### config.mk
export PLATFORM = sky130hd
export DESIGN_NAME = logic_slice
export DESIGN_NICKNAME = d
export VERILOG_FILES = /design/src/verilog/slice_pkg.sv /design/src/verilog/logic_slice.sv /design/src/verilog/lut_table.sv
export SDC_FILE = /design/constraint.sdc
export NUM_CORES = 1
export LEC_CHECK = 0
export BUFFER_PORTS_ARGS = -buffer_cell sky130_fd_sc_hd__buf_2
export CAP_MARGIN = 30
export CORE_UTILIZATION = 48
export CTS_CLUSTER_SIZE = 40
export DETAILED_ROUTE_END_ITERATION = 8
export GPL_ROUTABILITY_DRIVEN = 0
export PLACE_DENSITY = 0.78
export SLEW_MARGIN = 20
export SYNTH_ARGS = -nofsm -noshare
export SYNTH_HDL_FRONTEND = slang
export SYNTH_SLANG_ARGS = --single-unit
### constraint.sdc
create_clock -name CORE_CLK -period 4 [get_ports CORE_CLK]
set_input_delay 0.4 -clock CORE_CLK [delete_from_list [all_inputs] [get_ports CORE_CLK]]
set_output_delay 0.4 -clock CORE_CLK [all_outputs]
set_load 0.01 [all_outputs]
### src/verilog/slice_pkg.sv
// Shared constants and types for the logic slice and its lookup tables.
// Assumes one fabric clock; all slice inputs come from logic on that clock.
//
// Functional notes
// - Slice runs in logic, ripple, RAM or ROM mode, chosen by configuration.
// - Each four-input table gives any function through a sixteen-entry truth table.
// - Two tables combine through a mux into a five-input function output.
// - Six to eight input functions cascade wide muxes across several slices.
// - Table results appear unregistered, apart from the two register outputs.
// - First wide output carries five inputs; second carries six, seven or eight.
// - Ripple mode adds, subtracts, dynamic add/subtract and counts up or down.
// - Ripple mode offers async-clear counter, sync-preload counter, multiplier step.
// - Ripple mode compares A and B: greater-equal, not-equal, less-equal.
// - Fast carry makes generate and propagate terms; carry chains in and out.
// - RAM mode: each table of two slices is 16x1, together 16x4 memory.
// - Control slice supplies memory controls: slice clock writes, set/reset enables.
// - Control slice routes data bits 3:2 to second slice, 1:0 to first.
// - Write address is the four table inputs of the control slice.
// - A 16x4 single-port or pseudo dual-port memory takes exactly three slices.
// - Memory contents load from configuration before operation begins.

package slice_pkg;

	localparam int unsigned TABLE_ADDR_W = 4;
	localparam int unsigned TABLE_DEPTH  = 16;
	localparam int unsigned SLICE_BITS   = 2;
	localparam int unsigned RAM_WIDTH    = 4;
	localparam int unsigned RAM_SLICES   = 3;

	localparam logic [1:0] REG_RESET     = 2'h0;
	localparam logic [1:0] COUNT_STEP    = 2'h1;
	localparam int unsigned DATA_LOW_POS  = 0;
	localparam int unsigned DATA_HIGH_POS = 2;

	typedef enum logic [3:0] {
		MODE_LOGIC  = 4'h1,
		MODE_RIPPLE = 4'h2,
		MODE_RAM    = 4'h4,
		MODE_ROM    = 4'h8
	} mode_type;

	typedef enum logic [8:0] {
		OP_ADD     = 9'h001,
		OP_SUB     = 9'h002,
		OP_ADDSUB  = 9'h004,
		OP_UP      = 9'h008,
		OP_DOWN    = 9'h010,
		OP_UPDOWN  = 9'h020,
		OP_PRELOAD = 9'h040,
		OP_MULT    = 9'h080,
		OP_COMPARE = 9'h100
	} arith_op_type;

	typedef enum logic [2:0] {
		ROLE_DATA_LOW  = 3'h1,
		ROLE_DATA_HIGH = 3'h2,
		ROLE_CONTROL   = 3'h4
	} ram_role_type;

endpackage
### src/verilog/logic_slice.sv
// One logic slice: two tables, wide muxes, ripple arithmetic and two registers.
// Assumes neighbours wire carry and wide-mux chains, and three slices form a RAM.
`timescale 1ns/10ps

module logic_slice
	import slice_pkg::*;
#(
	parameter int unsigned ADDR_W = TABLE_ADDR_W
) (
	input  wire logic                CORE_CLK,
	input  wire logic                RESET_N,
	input  wire mode_type            SLICE_MODE,
	input  wire arith_op_type        ARITH_OP,
	input  wire logic                FAST_CARRY_ENABLE,
	input  wire logic                LSR_ASYNC_CLEAR,
	input  wire logic [1:0]          REG_SET_VALUE,
	input  wire ram_role_type        RAM_SLICE_ROLE,
	input  wire logic                CONFIG_LOAD,
	input  wire logic [15:0]         TABLE0_INIT,
	input  wire logic [15:0]         TABLE1_INIT,
	input  wire logic [ADDR_W-1:0]   TABLE0_INPUTS,
	input  wire logic [ADDR_W-1:0]   TABLE1_INPUTS,
	input  wire logic [1:0]          MULTIPURPOSE_INPUTS,
	input  wire logic                CLOCK_ENABLE,
	input  wire logic                LOCAL_SET_RESET,
	input  wire logic                FAST_CARRY_INPUT,
	input  wire logic                WIDE_MUX_IN_LOW,
	input  wire logic                WIDE_MUX_IN_HIGH,
	input  wire logic [ADDR_W-1:0]   RAM_WRITE_ADDRESS_IN,
	input  wire logic [3:0]          RAM_WRITE_DATA_IN,
	input  wire logic                RAM_WRITE_ENABLE_IN,
	output wire logic [1:0]          TABLE_BYPASS_OUTPUTS,
	output wire logic [1:0]          REGISTER_OUTPUTS,
	output wire logic                FIVE_INPUT_MUX_OUTPUT,
	output wire logic                WIDE_MUX_OUTPUT,
	output wire logic                FAST_CARRY_OUTPUT,
	output wire logic                CARRY_GENERATE,
	output wire logic                CARRY_PROPAGATE,
	output wire logic                COMPARE_GE,
	output wire logic                COMPARE_NE,
	output wire logic                COMPARE_LE,
	output wire logic [ADDR_W-1:0]   RAM_WRITE_ADDRESS,
	output wire logic [3:0]          RAM_WRITE_DATA,
	output wire logic                RAM_WRITE_ENABLE
);

	if (ADDR_W != TABLE_ADDR_W) begin : g_bad_addr
		$error("logic_slice: tables must have four inputs");
	end
	if (RAM_SLICES != 3 || RAM_WIDTH != 2 * SLICE_BITS + 0) begin : g_bad_ram
		$error("logic_slice: RAM build needs three slices of two bits");
	end

	////////////////////////////////////////////////////////////////////////////
	// Mode and role decode

	wire is_logic  = SLICE_MODE == MODE_LOGIC;
	wire is_ripple = SLICE_MODE == MODE_RIPPLE;
	wire is_ram    = SLICE_MODE == MODE_RAM;
	wire is_rom    = SLICE_MODE == MODE_ROM;

	wire role_low  = is_ram && RAM_SLICE_ROLE == ROLE_DATA_LOW;
	wire role_high = is_ram && RAM_SLICE_ROLE == ROLE_DATA_HIGH;
	wire role_ctrl = is_ram && RAM_SLICE_ROLE == ROLE_CONTROL;
	wire role_data = role_low || role_high;

	function automatic logic op_is(input arith_op_type op);
		op_is = is_ripple && ARITH_OP == op;
	endfunction

	wire op_add     = op_is(OP_ADD);
	wire op_sub     = op_is(OP_SUB);
	wire op_addsub  = op_is(OP_ADDSUB);
	wire op_up      = op_is(OP_UP);
	wire op_down    = op_is(OP_DOWN);
	wire op_updown  = op_is(OP_UPDOWN);
	wire op_preload = op_is(OP_PRELOAD);
	wire op_mult    = op_is(OP_MULT);
	wire op_compare = op_is(OP_COMPARE);

	wire dir_up   = MULTIPURPOSE_INPUTS[0];
	wire load_req = MULTIPURPOSE_INPUTS[1];

	////////////////////////////////////////////////////////////////////////////
	// Distributed memory controls

	// A control slice hands its own inputs to the two data slices
	assign RAM_WRITE_ADDRESS = role_ctrl ? TABLE0_INPUTS : '0;
	assign RAM_WRITE_DATA    = role_ctrl ? TABLE1_INPUTS : '0;
	assign RAM_WRITE_ENABLE  = role_ctrl && LOCAL_SET_RESET;

	// Each data slice picks its own pair of the four data bits
	wire [1:0] wr_pair = role_high ?
		RAM_WRITE_DATA_IN[DATA_HIGH_POS +: 2] :
		RAM_WRITE_DATA_IN[DATA_LOW_POS +: 2];

	// Writes stay off in ROM and logic modes, so contents only change by loading
	wire table_we = role_data && RAM_WRITE_ENABLE_IN;

	////////////////////////////////////////////////////////////////////////////
	// Lookup tables

	wire [15:0]       init_vec [2];
	wire [ADDR_W-1:0] rd_addr  [2];
	wire [1:0]        table_out;

	assign init_vec[0] = TABLE0_INIT;
	assign init_vec[1] = TABLE1_INIT;
	assign rd_addr[0]  = TABLE0_INPUTS;
	assign rd_addr[1]  = TABLE1_INPUTS;

	for (genvar k = 0; k < SLICE_BITS; k++) begin : g_table
		lut_table #(
			.ADDR_W        (ADDR_W)
		) u_table (
			.clk           (CORE_CLK),
			.init_load     (CONFIG_LOAD),
			.init_value    (init_vec[k]),
			.write_enable  (table_we),
			.write_address (RAM_WRITE_ADDRESS_IN),
			.write_data    (wr_pair[k]),
			.read_address  (rd_addr[k]),
			.read_data     (table_out[k])
		);
	end

	////////////////////////////////////////////////////////////////////////////
	// Wide function muxes

	assign FIVE_INPUT_MUX_OUTPUT = dir_up ? table_out[1] : table_out[0];
	// Neighbours feed their wide outputs here to build six to eight inputs
	assign WIDE_MUX_OUTPUT = load_req ? WIDE_MUX_IN_HIGH : WIDE_MUX_IN_LOW;

	////////////////////////////////////////////////////////////////////////////
	// Ripple arithmetic

	logic [1:0] reg_q;
	logic [1:0] reg_d;

	wire is_count = op_up || op_down || op_updown || op_preload;
	wire [1:0] opnd_a = {TABLE1_INPUTS[0], TABLE0_INPUTS[0]};
	wire [1:0] opnd_b = {TABLE1_INPUTS[1], TABLE0_INPUTS[1]};

	wire do_sub = op_sub || (op_addsub && dir_up) || op_down ||
		((op_updown || op_preload) && !dir_up) || op_compare;

	wire [1:0] arg_a = is_count ? reg_q : opnd_a;
	// Multiplier step adds B to the partial product on A when its multiplier bit is set
	wire [1:0] arg_b = is_count ? COUNT_STEP :
		op_mult ? (opnd_b & {2{dir_up}}) : opnd_b;
	wire [1:0] b_eff = do_sub ? ~arg_b : arg_b;

	// Without fast carry the slice stands alone; subtraction injects its own one
	wire carry_in = FAST_CARRY_ENABLE ? FAST_CARRY_INPUT : do_sub;

	wire [1:0] gen  = arg_a & b_eff;
	wire [1:0] prop = arg_a ^ b_eff;
	wire       c_mid = gen[0] | (prop[0] & carry_in);
	wire       c_out = gen[1] | (prop[1] & c_mid);
	wire [1:0] sum   = prop ^ {c_mid, carry_in};

	wire grp_gen  = gen[1] | (prop[1] & gen[0]);
	wire grp_prop = prop[1] & prop[0];

	assign CARRY_GENERATE    = is_ripple && FAST_CARRY_ENABLE && grp_gen;
	assign CARRY_PROPAGATE   = is_ripple && FAST_CARRY_ENABLE && grp_prop;
	assign FAST_CARRY_OUTPUT = is_ripple && c_out;

	assign COMPARE_GE = op_compare && opnd_a >= opnd_b;
	assign COMPARE_NE = op_compare && opnd_a != opnd_b;
	assign COMPARE_LE = op_compare && opnd_a <= opnd_b;

	wire [1:0] ripple_out = (op_preload && load_req) ? opnd_a : sum;

	////////////////////////////////////////////////////////////////////////////
	// Bypass outputs and registers

	wire [1:0] slice_f = is_ripple ? ripple_out : table_out;
	assign TABLE_BYPASS_OUTPUTS = slice_f;

	// Async clear only in ripple mode; the control slice spends its set/reset on writes
	wire async_clr = LOCAL_SET_RESET && LSR_ASYNC_CLEAR && is_ripple;
	wire clr_n     = RESET_N && !async_clr;
	wire lsr_sync  = LOCAL_SET_RESET && !LSR_ASYNC_CLEAR && !role_ctrl;

	assign reg_d = lsr_sync ? REG_SET_VALUE :
		CLOCK_ENABLE ? slice_f : reg_q;

	always_ff @(posedge CORE_CLK or negedge clr_n) begin
		if (!clr_n) begin
			reg_q <= REG_RESET;
		end else begin
			reg_q <= reg_d;
		end
	end

	assign REGISTER_OUTPUTS = reg_q;
endmodule

### src/verilog/lut_table.sv
// One lookup table: a small array read by address, written on the clock.
// Assumes init_load and write_enable are never wanted in the same cycle.
`timescale 1ns/10ps

module lut_table #(
	parameter int unsigned ADDR_W = 4
) (
	input  wire logic                  clk,
	input  wire logic                  init_load,
	input  wire logic [(1<<ADDR_W)-1:0] init_value,
	input  wire logic                  write_enable,
	input  wire logic [ADDR_W-1:0]     write_address,
	input  wire logic                  write_data,
	input  wire logic [ADDR_W-1:0]     read_address,
	output wire logic                  read_data
);

	if (ADDR_W < 1 || ADDR_W > 6) begin : g_bad_width
		$error("lut_table: ADDR_W must lie between 1 and 6");
	end

	// Contents are configuration, so they take no reset
	logic mem_q [0:(1<<ADDR_W)-1];

	always_ff @(posedge clk) begin
		for (int i = 0; i < (1<<ADDR_W); i++) begin
			if (init_load) begin
				mem_q[i] <= init_value[i];
			end else if (write_enable && write_address == ADDR_W'(i)) begin
				mem_q[i] <= write_data;
			end
		end
	end

	assign read_data = mem_q[read_address];

endmodule

==> results of run 1 <==
## logic make-up (layout without fill, tap and decap cells)
family,count (synthesis),after routing
muxes,59,59
DFF,34,34
AOI/OAI and AO/OA,29,29
xor gates and xnor gates,5,5
and+or+nand+nor,82,82
adders and majority gates,6,6
buffers and inverters,19,117
## flip-flops by register name, summed over array words and instances, names as in the netlist
signal	flops
g_table.u_table.mem_q	32
REGISTER_OUTPUTS	2
## worst max-delay path: cells and delay by family
kind                     cells  cell delay [ns]
AND/OR/NAND/NOR              3             1.17
adder cells (fa/ha/maj)      2             0.81
buffers and inverters        3             0.36
AO/OA/AOI/OAI                2             0.36
multiplexers                 1             0.35
## Yosys cell counts (2+ instances only)
cell type  number
inv_1           9
xnor2_1         4
buf_2           2
mux2i_1         8
mux4_2          8
o31ai_1         2
nor4b_1         3
and2_1          9
clkbuf_1        5
mux2_2         31
nor2_1         14
ha_1            4
nand3_1         2
nand2_1        19
mux2_1         12
a21oi_1         5
and3_1          3
nor3_1          2
a31o_2          3
buf_4           2
nor2b_1         3
edfxtp_1       32
nand2b_1        3
o21ai_0        13
nor3_2          6
fa_1            2
dfrtp_1         2
## power by group through the flow
stage / logic (mW) / clock network (mW) / registers [mW]
after floorplan: 0.113 / 0 / 0.437
after global placement: 0.194 / 0 / 0.440
after detailed placement: 0.199 / 0 / 0.441
after CTS: 0.200 / 0.251 / 0.434
after global routing: 0.218 / 0.265 / 0.436
final: 0.200 / 0.250 / 0.434
## cell type report
type / instances / area share
multi-input combinational: 181 / 0.484
timing repair buffer: 100 / 0.151
sequential: 34 / 0.303
inverter: 9 / 0.0101
clock buffer: 5 / 0.0206
clock inverter: 3 / 0.00488
tap: 70 / 0.0263
## routing by layer
layer,up-vias,wire (µm),track usage
met5,-,0,0
met4,0,82,0.0811
met3,10,547,0.0548
met2,123,3460,0.410
met1,1076,2780,0.292
li1,1084,-,-
## worst max path at each step
stage	from	endpoint	slack, ns	depth (start not counted)
finish	ARITH_OP[1]	TABLE_BYPASS_OUTPUTS[1]	0.14	11
global route	ARITH_OP[1]	TABLE_BYPASS_OUTPUTS[1]	0.01	12
CTS	SLICE_MODE[0]	TABLE_BYPASS_OUTPUTS[1]	0.11	12
detailed placement	SLICE_MODE[0]	TABLE_BYPASS_OUTPUTS[1]	0.11	12
global placement	SLICE_MODE[0]	TABLE_BYPASS_OUTPUTS[1]	0.18	12
floorplan	SLICE_MODE[0]	TABLE_BYPASS_OUTPUTS[1]	0.42	10
==> summary.md, run 1 <==
| Metric | Value |
|---|---|
| Outcome | complete, no violations |
| FF-to-FF End | REGISTER_OUTPUTS[1] |
| Mapped Area | 2700 µm² |
| DRC violations left | 0 |
| Total die area | 5930 µm² |
| Part of the cycle the worst path needs | 0.965 |
| Area after DPL | 3250 µm² |
| Post-synth EDFFs | 32 |
| Clk buf depth | 2 |
| Placed insts | 394 |
| Clock share of power | 0.283 |
| Multi-input logic area | 1610 µm² |
| XOR/XNOR Fraction of Synth Area | 0.0162 |
| Crit path required time | 3.60 ns |
| Reg area | 1010 µm² |
| Initial Util | 0.513 |
| CP endpoint kind | output port |
| Root buf cell | clkbuf_8 |
| Area leader, netlist | edfxtp_1 |
| TritonCTS clock tree | done |
| Via/cell ratio | 5.70 |
| Number of DRC markers in iteration 0 | 70 |
| Final worst-path setup slack | 0.140 ns |
| Number of diodes | 0 |
| Critical Path, Cell by Cell | buf_2 > or4_1 > nor2_1 > a32oi_1 > mux2_2 > fa_1 > inv_1 > fa_1 > or3_1 > o211ai_1 > buf_2 |
| Switching share of power | 0.275 |
| Async set-reset flop share out of synthesis | 0.0588 |
| Maximum vdd drop | 0.258 mV |
| Die width | 77.0 µm |
| Area Overhead vs Synth | 23.4% |
| Finish-stage setup viols | 0 |
| DP HPWL | 5.43 mm |
| Fmax | 259 MHz |
| Drt total wl | 6.87 mm |
| Post-synth cell types | 53 |
| Yosys reg bits | 34 |
| Tmin final | 3.86 ns |
| Num CTS Buffers | 5 |
| Mean area per synthesized cell | 11.5 µm² |
| Complex-gate fraction of the synthesized area | 0.0657 |
| Core area | 5270 µm² |
| Post-CTS sizing | 0 |
| Worst Reg2Reg Path Length in Cells | 7 |
| Sum Neg Setup Slack | 0 ns |
| Main flop type after synthesis | edfxtp_1 |
| Layout cell share with drive strength beyond 1 | 0.503 |
| Most common cell after layout, fill and taps aside | buf_2 |
| RSZ-0062 raised after global routing | no |
| Hold Slack | 0.0322 ns |
| Hold Path Class | primary input to asynchronous set/reset pin |
| Synth warnings | 0 |
| Final nets | 416 |
| Pwr Total | 0.884 mW |
| Clock sinks | 34 |
| Adder-cell share of the synthesized area | 0.0333 |
| Critical path arrival | 3.46 ns |
| Crit-path max FO | 4 |
| Worst slew pin tran | 0.570 ns |
| Post-CTS Setup Inserts | 0 |
| Final core utilization | 0.633 |
| Max-cap violations | 0 |
| H-tree depth | 2 |
| Grt total ovfl | 0 |
| IO Pins | 100 |
| Slew Viols, Final | 0 |
| Post-route ant nets | 0 |
| CTS Hold Bufs | 0 |
| Clock Pin Slew Worst Setup and Hold Paths | 0.07 ns |
| Relative slew margins | 0.619 |
| Mapped Cells | 234 |
| Drt pass-1 iters | 4 |
| Mux cell area share after synthesis | 0.275 |
| Crit path max-delay cell type | or4_1 |
| Pwr Density | 265 nW/µm² |
| Logic pwr share | 0.226 |
| Vert. Die Dim | 77.0 µm |
| Post-place setup slack | 0.109 ns |
| Leak | 1.39 nW |
| Clock latency on the worst-skew pair | 0.29 ns |
| Startpoint Class | primary input |
| Total number of vias | 2,293 |
| DR WL/cell | 17.1 µm |
| Design area | 3330 µm² |
| Post-Synth Simple-Gate Area | 0.205 |
| Cells taking the most area after synthesis | edfxtp_1, mux2_2, mux4_2 |
| Initial antenna violation count | 0 |
| Total track usage | 0.238 |
| Rows | 26 |
| Global-route wire length before repair | 10.7 mm |
| Synthesized net count | 319 |
| Vias in the first global route | 2,224 |
| Most frequent cells in the layout | buf_2, edfxtp_1, mux2_2, nand2_1, nor2_1 |
| P_int | 0.640 mW |
| Worst Path Class, Setup | primary input to output port |
| CP max stage delay | 0.58 ns |
| Largest net degree at the start of global routing | 17 |
| Worst R2R Start | REGISTER_OUTPUTS[0] |
| Final hold vios | 0 |
| # port buffers | 99 |
| Share of power burned in registers | 0.491 |
| Post-synth top area share | 0.356 |
| Layout filler cell count | 443 |
| Psw | 0.243 mW |
| Non-filler cells, final | 402 |
| Seq/Total Area, Yosys | 0.374 |
| Worst R2R Setup Slack | 1.65 ns |
| Clock skew | 0.00311 ns |
| Largest family of logic cells by synthesized area | multiplexers |
Note: power is estimated with default switching activity, not from simulation.
==> run 2, diff against run 1 <==
--- a/config.mk
+++ b/config.mk
@@ -7,6 +7,7 @@
 export LEC_CHECK = 0
 export BUFFER_PORTS_ARGS = -buffer_cell sky130_fd_sc_hd__buf_2
 export CAP_MARGIN = 30
+export CORE_MARGIN = 5
 export CORE_UTILIZATION = 48
 export CTS_CLUSTER_SIZE = 40
 export DETAILED_ROUTE_END_ITERATION = 8
==> run 2 against run 1 <==
Critical path depth up 1. Cell count up 0.50%. Flip-flop and latch count unchanged. Highest routed layer unchanged. Combinational power about the same. Worst setup slack better by 0.00070 ns. Core utilization down 1.7 points.
==> summary.md, run 2 (synthesized netlist as in run 1, its figures left out) <==
| Metric | Value |
|---|---|
| Fmax | 259 MHz |
| Design area | 3370 µm² |
| Maximum vdd drop | 0.205 mV |
| Number of diodes | 0 |
| Pwr Total | 0.928 mW |
| Layout cell share with drive strength beyond 1 | 0.512 |
| Post-CTS sizing | 0 |
| Startpoint Class | primary input |
| Area Overhead vs Synth | 24.7% |
| Worst Reg2Reg Path Length in Cells | 7 |
| Clock skew | 0.00295 ns |
| Crit-path max FO | 3 |
| Area after DPL | 3250 µm² |
| Pwr Density | 275 nW/µm² |
| Post-route ant nets | 0 |
| Drt total wl | 7.27 mm |
| TritonCTS clock tree | done |
| Clk buf depth | 2 |
| Drt pass-1 iters | 4 |
| Leak | 1.41 nW |
| Relative slew margins | 0.643 |
| Via/cell ratio | 5.63 |
| Number of DRC markers in iteration 0 | 78 |
| Total track usage | 0.198 |
| FF-to-FF End | REGISTER_OUTPUTS[1] |
| Post-CTS Setup Inserts | 0 |
| Placed insts | 396 |
| Largest net degree at the start of global routing | 17 |
| Slew Viols, Final | 0 |
| Total die area | 7230 µm² |
| Clock latency on the worst-skew pair | 0.29 ns |
| CTS Hold Bufs | 0 |
| CP endpoint kind | output port |
| Root buf cell | clkbuf_8 |
| DRC violations left | 0 |
| Part of the cycle the worst path needs | 0.965 |
| Clock Pin Slew Worst Setup and Hold Paths | 0.07 ns |
| Hold Path Class | primary input to asynchronous set/reset pin |
| Clock sinks | 34 |
| Initial antenna violation count | 0 |
| Tmin final | 3.86 ns |
| H-tree depth | 2 |
| Vert. Die Dim | 85.0 µm |
| Final nets | 416 |
| Non-filler cells, final | 404 |
| Most frequent cells in the layout | buf_2, edfxtp_1, mux2_2, nand2_1 |
| Initial Util | 0.494 |
| Rows | 27 |
| Vias in the first global route | 2,386 |
| Worst slew pin tran | 0.533 ns |
| Global-route wire length before repair | 11.4 mm |
| Most common cell after layout, fill and taps aside | buf_2 |
| DR WL/cell | 18.0 µm |
| Crit path required time | 3.60 ns |
| Finish-stage setup viols | 0 |
| Max-cap violations | 0 |
| Total number of vias | 2,275 |
| Final core utilization | 0.616 |
| IO Pins | 100 |
| Worst R2R Setup Slack | 1.63 ns |
| Critical path arrival | 3.46 ns |
| Final worst-path setup slack | 0.141 ns |
| Die width | 85.0 µm |
| Final hold vios | 0 |
| Worst Path Class, Setup | primary input to output port |
| Max reg flops | 32 |
| Largest Register | g_table.u_table.mem_q |
| Outcome | complete, no violations |
| Post-place setup slack | 0.0631 ns |
| # port buffers | 99 |
| Worst R2R Start | REGISTER_OUTPUTS[0] |
| Num CTS Buffers | 5 |
| Core area | 5470 µm² |
| Grt total ovfl | 0 |
| DP HPWL | 5.92 mm |
[run 2: per-stage QoR]
stage	TNS, ns	hold slack, ns
6_report	0	0.0545
5_1_grt	-0.0141	0.108
4_1_cts	0	0.0568
3_5_place_dp	0	0.365
3_3_place_gp	0	0.350
2_1_floorplan	0	0.224
[run 2: cell type report]
type,instances,area [µm²]
inverters,9,33.8
fillers,470,2100
flip-flops and latches,34,1010
clock buffers,8,110
repair buffers,100,503
well taps,72,90.1
multi-input cells,181,1620
[run 2: worst max-delay path, cell delays in order]
cell      delay, ns
buf_2          0.11
or4_1          0.60
nor4b_2        0.28
nand2_1        0.09
a21boi_0       0.22
xnor2_1        0.17
fa_1           0.43
inv_1          0.08
fa_1           0.39
or3_1          0.37
o211ai_1       0.13
buf_2          0.18
[run 2: worst max path at each step]
stage             startpoint                 endpoint  cells past startpoint
2_1_floorplan  SLICE_MODE[0]  TABLE_BYPASS_OUTPUTS[1]                     10
3_3_place_gp   SLICE_MODE[0]  TABLE_BYPASS_OUTPUTS[1]                     12
3_5_place_dp   SLICE_MODE[0]  TABLE_BYPASS_OUTPUTS[1]                     12
4_1_cts        SLICE_MODE[0]  TABLE_BYPASS_OUTPUTS[1]                     12
5_1_grt          ARITH_OP[1]  TABLE_BYPASS_OUTPUTS[1]                     12
6_report         ARITH_OP[1]  TABLE_BYPASS_OUTPUTS[1]                     12
[run 2: metal layers]
metal	vias up	routed length [µm]	global-route usage	share of wire
met1	1066	2710	0.229	0.37
met4	0	95	0.0576	0.013
li1	1080	-	-	-
met2	118	3760	0.359	0.52
met3	11	703	0.0485	0.097
met5	-	0	0	0
[run 2: where the power goes]
| part | total (mW) | leakage (nW) | internal [mW] | switching, mW |
|---|---|---|---|---|
| Sequential | 0.433 | 0.337 | 0.422 | 0.0108 |
| Combinational | 0.200 | 1.01 | 0.0994 | 0.101 |
| Clock | 0.294 | 0.0575 | 0.174 | 0.121 |
| Total | 0.928 | 1.41 | 0.696 | 0.232 |
